File: src/pkg/par_port_pkg.sv
// package: register map, field layout and timing constants for the parallel byte input port
package par_port_pkg;
	// clock and timing
	localparam int unsigned CLK_HZ = 40_000_000;
	localparam int unsigned ACK_PULSE_NS = 5000;
	localparam int unsigned ACK_CYCLES = (ACK_PULSE_NS * (CLK_HZ / 1_000_000)) / 1000;
	localparam int unsigned ACK_CNT_W = 8;

	// register byte addresses
	localparam logic [3:0] ADDR_CTRL = 4'h0;
	localparam logic [3:0] ADDR_STAT = 4'h4;
	localparam logic [3:0] ADDR_DATA = 4'h8;
	localparam logic [3:0] ADDR_FAULT = 4'hc;
	localparam logic [3:0] ADDR_IRQ_STAT = 4'h0;
	localparam logic [3:0] ADDR_IRQ_CLR = 4'h4;
	localparam logic [3:0] ADDR_IRQ_EN = 4'h8;
	localparam int unsigned BANK_BIT = 4;

	// ctrl fields
	localparam int unsigned CTRL_NEAR_EN = 0;
	localparam int unsigned CTRL_DONE = 1;
	localparam int unsigned CTRL_LINE_ONE = 2;
	localparam int unsigned CTRL_LINE_TWO = 3;
	// fault fields
	localparam int unsigned F_NO_PAPER = 0;
	localparam int unsigned F_HEAD_UP = 1;
	localparam int unsigned F_NEAR_END = 2;
	localparam int unsigned F_TEMP = 3;
	localparam int unsigned F_CUTTER = 4;
	localparam int unsigned F_VOLT = 5;
	localparam int unsigned F_HW = 6;
	localparam int unsigned F_MARK = 7;
	localparam int unsigned FAULT_W = 8;
	// irq fields
	localparam int unsigned IRQ_BYTE = 0;
	localparam int unsigned IRQ_LOST = 1;
	localparam int unsigned IRQ_W = 2;

	localparam logic [1:0] RESP_OKAY = 2'h0;
	localparam logic [1:0] RESP_SLVERR = 2'h2;
	localparam logic [31:0] ZERO32 = 32'h0000_0000;

	// host-facing pin bundle
	typedef struct packed {
		logic ack_n;
		logic busy;
		logic paper_err;
		logic err_n;
		logic extra_status_line_one;
		logic extra_status_line_two;
	} port_pins_t;
	localparam port_pins_t PINS_RST = '{ack_n: 1'b1, busy: 1'b0, paper_err: 1'b0,
		err_n: 1'b1, extra_status_line_one: 1'b0, extra_status_line_two: 1'b0};
endpackage

File: src/rtl/parallel_byte_input_port.sv
// parallel byte input port with axi4-lite control and status
//
// Local design decisions: the address map and the AXI4-Lite register port.
`timescale 1ns/10ps
`default_nettype none
module parallel_byte_input_port (
	// clock and reset
	input wire logic i_mclk,
	input wire logic i_rst_n,
	// host pins
	input wire logic i_strobe_n,
	input wire logic [7:0] i_data,
	output par_port_pkg::port_pins_t o_pins,
	// fault sensors
	input wire logic [par_port_pkg::FAULT_W-1:0] i_fault,
	// interrupt
	output logic o_irq,
	// axi4-lite write address
	input wire logic i_awvalid,
	output logic o_awready,
	input wire logic [4:0] i_awaddr,
	// axi4-lite write data
	input wire logic i_wvalid,
	output logic o_wready,
	input wire logic [31:0] i_wdata,
	input wire logic [3:0] i_wstrb,
	// axi4-lite write response
	output logic o_bvalid,
	input wire logic i_bready,
	output logic [1:0] o_bresp,
	// axi4-lite read address
	input wire logic i_arvalid,
	output logic o_arready,
	input wire logic [4:0] i_araddr,
	// axi4-lite read data
	output logic o_rvalid,
	input wire logic i_rready,
	output logic [31:0] o_rdata,
	output logic [1:0] o_rresp
);
	import par_port_pkg::*;

	typedef enum {ST_IDLE, ST_BUSY, ST_ACK} port_state_t;

	typedef struct packed {
		port_state_t fsm;
		logic [ACK_CNT_W-1:0] ack_cnt;
		port_pins_t pins;
		logic [3:0] ctrl;
		logic [FAULT_W-1:0] f_meta;
		logic [FAULT_W-1:0] f_sync;
		logic [IRQ_W-1:0] irq_stat;
		logic [IRQ_W-1:0] irq_en;
		logic irq;
		logic aw_held;
		logic [4:0] awaddr;
		logic w_held;
		logic [31:0] wdata;
		logic [3:0] wstrb;
		logic bvalid;
		logic [1:0] bresp;
		logic rvalid;
		logic [31:0] rdata;
		logic [1:0] rresp;
	} top_state_t;

	localparam logic [ACK_CNT_W-1:0] ACK_LAST = ACK_CNT_W'(ACK_CYCLES - 1);

	top_state_t s_r;
	top_state_t s_nxt;
	logic take;
	logic lost;
	logic [7:0] rx_byte;
	logic [IRQ_W-1:0] irq_set;
	logic [IRQ_W-1:0] irq_clr;
	logic paper_bad;
	logic other_bad;
	logic done_pulse;
	logic wr_go;
	logic rd_go;

	strobe_capture strobe_capture_i (
		.i_mclk(i_mclk),
		.i_rst_n(i_rst_n),
		.i_strobe_n(i_strobe_n),
		.i_data(i_data),
		.i_busy(s_r.pins.busy),
		.o_take(take),
		.o_lost(lost),
		.o_byte(rx_byte)
	);

	always_comb begin
		s_nxt = s_r;
		irq_set = '0;
		irq_clr = '0;
		done_pulse = 1'b0;
		// fault sensors are asynchronous, two flops first
		s_nxt.f_meta = i_fault;
		s_nxt.f_sync = s_r.f_meta;

		// write channel: address and data accepted in either order
		wr_go = s_r.aw_held && s_r.w_held && !s_r.bvalid;
		if (i_awvalid && !s_r.aw_held) begin
			s_nxt.aw_held = 1'b1;
			s_nxt.awaddr = i_awaddr;
		end
		if (i_wvalid && !s_r.w_held) begin
			s_nxt.w_held = 1'b1;
			s_nxt.wdata = i_wdata;
			s_nxt.wstrb = i_wstrb;
		end
		if (wr_go) begin
			s_nxt.aw_held = 1'b0;
			s_nxt.w_held = 1'b0;
			s_nxt.bvalid = 1'b1;
			s_nxt.bresp = RESP_OKAY;
			if (!s_r.awaddr[BANK_BIT]) begin
				if (s_r.awaddr[3:0] == ADDR_CTRL) begin
					if (s_r.wstrb[0]) begin
						s_nxt.ctrl = s_r.wdata[3:0];
						done_pulse = s_r.wdata[CTRL_DONE];
					end
					s_nxt.ctrl[CTRL_DONE] = 1'b0;
				end else begin
					s_nxt.bresp = RESP_SLVERR;
				end
			end else if (s_r.awaddr[3:0] == ADDR_IRQ_CLR) begin
				if (s_r.wstrb[0]) begin
					irq_clr = s_r.wdata[IRQ_W-1:0];
				end
			end else if (s_r.awaddr[3:0] == ADDR_IRQ_EN) begin
				if (s_r.wstrb[0]) begin
					s_nxt.irq_en = s_r.wdata[IRQ_W-1:0];
				end
			end else begin
				s_nxt.bresp = RESP_SLVERR;
			end
		end
		if (s_r.bvalid && i_bready) begin
			s_nxt.bvalid = 1'b0;
		end

		// read channel
		rd_go = i_arvalid && !s_r.rvalid;
		if (rd_go) begin
			s_nxt.rvalid = 1'b1;
			s_nxt.rresp = RESP_OKAY;
			s_nxt.rdata = ZERO32;
			if (!i_araddr[BANK_BIT]) begin
				case (i_araddr[3:0])
					ADDR_CTRL: s_nxt.rdata[3:0] = s_r.ctrl;
					ADDR_STAT: s_nxt.rdata[5:0] = s_r.pins;
					ADDR_DATA: s_nxt.rdata[7:0] = rx_byte;
					ADDR_FAULT: s_nxt.rdata[FAULT_W-1:0] = s_r.f_sync;
					default: s_nxt.rresp = RESP_SLVERR;
				endcase
			end else begin
				case (i_araddr[3:0])
					ADDR_IRQ_STAT: s_nxt.rdata[IRQ_W-1:0] = s_r.irq_stat;
					ADDR_IRQ_EN: s_nxt.rdata[IRQ_W-1:0] = s_r.irq_en;
					default: s_nxt.rresp = RESP_SLVERR;
				endcase
			end
		end
		if (s_r.rvalid && i_rready) begin
			s_nxt.rvalid = 1'b0;
		end

		// handshake machine
		case (s_r.fsm)
			ST_IDLE: begin
				if (take) begin
					s_nxt.pins.busy = 1'b1;
					s_nxt.fsm = ST_BUSY;
				end
			end
			ST_BUSY: begin
				// busy holds until software reports the byte consumed
				if (done_pulse) begin
					s_nxt.pins.busy = 1'b0;
					s_nxt.pins.ack_n = 1'b0;
					s_nxt.ack_cnt = '0;
					s_nxt.fsm = ST_ACK;
				end
			end
			ST_ACK: begin
				// a strobe edge during the pulse is accepted as busy is already low
				if (s_r.ack_cnt == ACK_LAST) begin
					s_nxt.pins.ack_n = 1'b1;
					s_nxt.fsm = take ? ST_BUSY : ST_IDLE;
				end else begin
					s_nxt.ack_cnt = s_r.ack_cnt + 1'b1;
					s_nxt.fsm = take ? ST_BUSY : ST_ACK;
				end
				if (take) begin
					s_nxt.pins.busy = 1'b1;
					s_nxt.pins.ack_n = 1'b1;
				end
			end
			default: s_nxt.fsm = ST_IDLE;
		endcase

		// status lines
		paper_bad = s_r.f_sync[F_NO_PAPER] | s_r.f_sync[F_HEAD_UP]
			| (s_r.f_sync[F_NEAR_END] & s_r.ctrl[CTRL_NEAR_EN]);
		other_bad = s_r.f_sync[F_TEMP] | s_r.f_sync[F_CUTTER] | s_r.f_sync[F_VOLT]
			| s_r.f_sync[F_HW] | s_r.f_sync[F_MARK];
		s_nxt.pins.paper_err = paper_bad;
		s_nxt.pins.err_n = ~other_bad;
		// software encodes the exact fault class on the extra pair
		s_nxt.pins.extra_status_line_one = s_r.ctrl[CTRL_LINE_ONE];
		s_nxt.pins.extra_status_line_two = s_r.ctrl[CTRL_LINE_TWO];

		// interrupts: set beats a clear in the same cycle
		irq_set[IRQ_BYTE] = take;
		irq_set[IRQ_LOST] = lost;
		s_nxt.irq_stat = (s_r.irq_stat & ~irq_clr) | irq_set;
		s_nxt.irq = |(s_nxt.irq_stat & s_nxt.irq_en);
	end

	always_ff @(posedge i_mclk or negedge i_rst_n) begin
		if (!i_rst_n) begin
			s_r <= '{fsm: ST_IDLE, ack_cnt: '0, pins: PINS_RST, ctrl: 4'h0,
				f_meta: '0, f_sync: '0, irq_stat: '0, irq_en: '0, irq: 1'b0,
				aw_held: 1'b0, awaddr: 5'h00, w_held: 1'b0, wdata: ZERO32,
				wstrb: 4'h0, bvalid: 1'b0, bresp: RESP_OKAY, rvalid: 1'b0,
				rdata: ZERO32, rresp: RESP_OKAY};
		end else begin
			s_r <= s_nxt;
		end
	end

	assign o_pins = s_r.pins;
	assign o_irq = s_r.irq;
	assign o_awready = ~s_r.aw_held;
	assign o_wready = ~s_r.w_held;
	assign o_bvalid = s_r.bvalid;
	assign o_bresp = s_r.bresp;
	assign o_arready = ~s_r.rvalid;
	assign o_rvalid = s_r.rvalid;
	assign o_rdata = s_r.rdata;
	assign o_rresp = s_r.rresp;
endmodule
`default_nettype wire

File: src/rtl/strobe_capture.sv
// strobe synchroniser, falling-edge detector and data latch
`timescale 1ns/10ps
`default_nettype none
module strobe_capture (
	// clock and reset
	input wire logic i_mclk,
	input wire logic i_rst_n,
	// pins
	input wire logic i_strobe_n,
	input wire logic [7:0] i_data,
	// control
	input wire logic i_busy,
	// capture result
	output logic o_take,
	output logic o_lost,
	output logic [7:0] o_byte
);
	import par_port_pkg::*;

	typedef struct packed {
		logic [1:0] stb_sync;
		logic stb_prev;
		logic [7:0] d_meta;
		logic [7:0] d_sync;
		logic take;
		logic lost;
		logic [7:0] byte_r;
	} cap_state_t;

	cap_state_t s_r;
	cap_state_t s_nxt;
	logic fall;

	always_comb begin
		s_nxt = s_r;
		// strobe goes through two flops before the edge detector
		s_nxt.stb_sync = {s_r.stb_sync[0], i_strobe_n};
		s_nxt.stb_prev = s_r.stb_sync[1];
		s_nxt.d_meta = i_data;
		s_nxt.d_sync = s_r.d_meta;
		fall = s_r.stb_prev & ~s_r.stb_sync[1];
		s_nxt.take = 1'b0;
		s_nxt.lost = 1'b0;
		if (fall && !i_busy) begin
			// data path delayed equally with strobe, so setup holds; bit0 is lsb
			s_nxt.byte_r = s_r.d_sync;
			s_nxt.take = 1'b1;
		end else if (fall) begin
			s_nxt.lost = 1'b1; // edge while busy is dropped
		end
	end

	always_ff @(posedge i_mclk or negedge i_rst_n) begin
		if (!i_rst_n) begin
			s_r <= '{stb_sync: 2'b11, stb_prev: 1'b1, d_meta: 8'h00, d_sync: 8'h00,
				take: 1'b0, lost: 1'b0, byte_r: 8'h00};
		end else begin
			s_r <= s_nxt;
		end
	end

	assign o_take = s_r.take;
	assign o_lost = s_r.lost;
	assign o_byte = s_r.byte_r;
endmodule
`default_nettype wire

File: config.mk
export PLATFORM = sky130hd
export DESIGN_NAME = parallel_byte_input_port
export DESIGN_NICKNAME = d
export VERILOG_FILES = /design/src/pkg/par_port_pkg.sv /design/src/rtl/parallel_byte_input_port.sv /design/src/rtl/strobe_capture.sv
export SDC_FILE = /design/constraint.sdc
export NUM_CORES = 1
export LEC_CHECK = 0
export BUFFER_PORTS_ARGS = -buffer_cell sky130_fd_sc_hd__buf_2
export CAP_MARGIN = 20
export CORE_MARGIN = 2
export CORE_UTILIZATION = 35
export DETAILED_ROUTE_END_ITERATION = 16
export GPL_ROUTABILITY_DRIVEN = 1
export MAX_ROUTING_LAYER = met4
export SKIP_LAST_GASP = 1
export SLEW_MARGIN = 30
export SYNTH_ARGS = -nofsm -noshare
export SYNTH_HDL_FRONTEND = slang
export SYNTH_SLANG_ARGS = --single-unit
File: constraint.sdc
create_clock -name i_mclk -period 5.6 [get_ports i_mclk]
set_input_delay 0.84 -clock i_mclk [delete_from_list [all_inputs] [get_ports i_mclk]]
set_output_delay 0.84 -clock i_mclk [all_outputs]
set_load 0.005 [all_outputs]
==> metrics <==
Layout Skew 7.40 ps; count leader, synth dfrtp_1; GRT Util Overall 0.125; Netlist cell types 49; largest net degree at the start of global routing 84; Seq pwr share 0.469; clock-pin slew on the worst setup and hold paths 70 ps; setup_tns 0 ps; Cells after Synth 317; Remaining DRCs 0; port buffer count 60; max-slew violations 0; reported net switching power 578 uW; Mapped Area 3990 sq um; Slew Limit Headroom 0.472; router iterations before antenna repair 4; DIE WIDTH 111 um; die height 111 um; class of the worst hold path primary input to asynchronous set/reset pin; worst r2r src s_r[78]$_DFFE_PN0P_; worst skew pair latency 340 ps; DRT iter0 DRCs 100; PD cells 444 nW/um^2; P&R area growth vs syn 14.4%; Int Pwr 1450 uW; Tmin final 2190 ps; Reg2Reg Setup Slack 3410 ps; Max Fclk 456 MHz; Setup Viol. Count Final 0; Hold Vio Cnt, Final 0; global route overflow 0; RD Place Congestion 0.736; Max-cap violations 0; startpoint class of the critical path register; postcts setup bufs 0; period utilisation layout 0.391; post-route ant nets 0; Post-synth EDFFs 0; critical path type register to register; Worst Setup SP s_r[78]$_DFFE_PN0P_; Area contributors post-synth dfrtp_1 55%, mux2_2 8.5%, buf_4 7.9%; Critical Path Sink Type register; via count 2,424; clk root buf clkbuf_16; area fraction of the dominant cell type after synthesis 0.551; worst vdd ir 215 uV; YS warnings 0; Core Util, Final 0.405; H-tree Lvls 3; io pins 118; share of cells above drive strength 1 0.323; RSZ-0062 raised after global routing false; Sw Share 0.285; CTS Hold Bufs 0; ys async rst share 1.00; largest area contributor in the netlist dfrtp_1; register area share after synthesis 0.584; Arrival @ worst endpoint 2410 ps; Initial Utilization 0.354; Clock Power Share 0.322; FF+latch count, synth 93; final-stage net count 442; wire per inst 13.9 um; Site Rows 39; status finished clean; syn avg cell area 12.6 sq um; Clock Sink Count 93; vias in the first global route 2,327; hold_ws 321 ps; CTS tree yes; Logic pwr share 0.209; Slew @ Worst Pin 784 ps; drt total wl 7140 um; HPWL after detailed placement 5080 um; Main synth FF type dfrtp_1; TritonCTS buffer count 9; CORE AREA 11,300 sq um; initial antenna violation count 0; CP Data Required Time 5820 ps; post-cts gate resize count 0; Static Leak 0.00214 uW; DIE AREA 12,300 sq um; commonest cells in the netlist 88 x dfrtp_1, 42 x buf_4, 30 x mux2_2, 14 x nand2_1, 14 x nor2_1; diode count 0; number of vias per cell 4.71; first-pass GRT wire length 11,800 um; CTS Buffer Depth 2; Crit Path Max Fanout 8
[critical path, stage by stage, from the launching register on]
cell and delay (ps):
dfrtp_1 430, or3_4 420, or4_4 550, a211oi_1 310, mux2_2 360
[final timing paths]
check | end | cells after the start
setup / recovery | s_r[119]$_DFFE_PN0P_ | 4
min in group i_mclk | strobe_capture_i.s_r[10]$_DFF_PN0_ | 0
hold reg to reg | strobe_capture_i.s_r[10]$_DFF_PN0_ | 0
max in group asynchronous | strobe_capture_i.o_byte[3]$_DFFE_PN0P_ | 2
setup reg to reg | s_r[119]$_DFFE_PN0P_ | 4
hold / removal | s_r[74]$_DFFE_PN0P_ | 1
[cells in the final DEF (no fill, tap or decap), types with 2 or more instances in the layout]
cell / count
nor3b_1: 2
and2_1: 2
mux4_2: 3
buf_4: 3
inv_1: 13
dfstp_2: 5
nand2_1: 14
nor2_1: 14
mux2_2: 30
nor2b_1: 8
conb_1: 26
a21o_1: 2
bufinv_16: 2
nor3_1: 2
a31oi_1: 2
a21oi_1: 7
nand3_1: 2
buf_2: 59
o21ai_0: 9
a22o_1: 7
ha_1: 5
nand2b_1: 3
nand4_1: 5
nor4b_1: 2
o211ai_1: 4
mux2i_1: 8
or3_1: 2
nand3b_1: 2
nor4_1: 2
a211oi_1: 7
clkbuf_16: 9
clkinvlp_4: 2
dfrtp_1: 88
[cell type report]
type | instances | area, sq um
tap | 143 | 179
sequential | 93 | 2330
inverter | 13 | 48.8
multi-input combinational | 187 | 1360
clock inverter | 6 | 95.1
timing repair buffer | 63 | 329
clock buffer | 10 | 229
fill | 1102 | 6700
[registers in the layout, summed over array words and instances, names as in the netlist]
name	cells
s_nxt	10
strobe_capture_i.s_nxt	10
o_bresp	1
o_bvalid	1
strobe_capture_i.o_lost	1
o_irq	1
o_pins	6
s_r	35
o_rvalid	1
strobe_capture_i.o_byte	8
strobe_capture_i.s_r	9
strobe_capture_i.o_take	1
o_rdata	8
o_rresp	1
[layer usage]
layer / vias to the layer above / GRT usage / wire length (um)
met5: - / - / 0
met1: 1208 / 0.157 / 3170
met2: 70 / 0.191 / 3460
li1: 1133 / - / -
met4: 0 / 0.0400 / 102
met3: 13 / 0.0459 / 418
[power by group through the flow]
stage          clock (uW)  combinational (uW)  sequential [uW]
6_report              654                 424              953
2_1_floorplan           0                 352              927
3_3_place_gp            0                 416              960
5_1_grt               707                 477              978
3_5_place_dp            0                 428              967
4_1_cts               673                 430              955
[per-stage QoR]
stage               setup WS, ps  instance area [sq um]  total power (uW)  instances
finish                      3410                   4570              2030        515
global route                3270                   4570              2160        515
CTS                         3400                   4570              2060        515
detailed placement          3270                   4250              1400        499
global placement            3320                   4240              1380        499
floorplan                   3490                   4090              1280        342
[kinds of logic (layout without fill, tap and decap cells)]
group                      Yosys count  count (layout)  synth area share
buffers and inverters               62              92            0.0996
other                                1              26          0.000939
xor gates and xnor gates             1               1           0.00219
DFF                                 93              93             0.584
AOI/OAI and AO/OA                   46              46            0.0815
and+or+nand+nor                     68              68            0.0943
adders and majority gates            5               5            0.0157
muxes                               41              41             0.122
No activity file was read; power rests on OpenSTA's default activity.
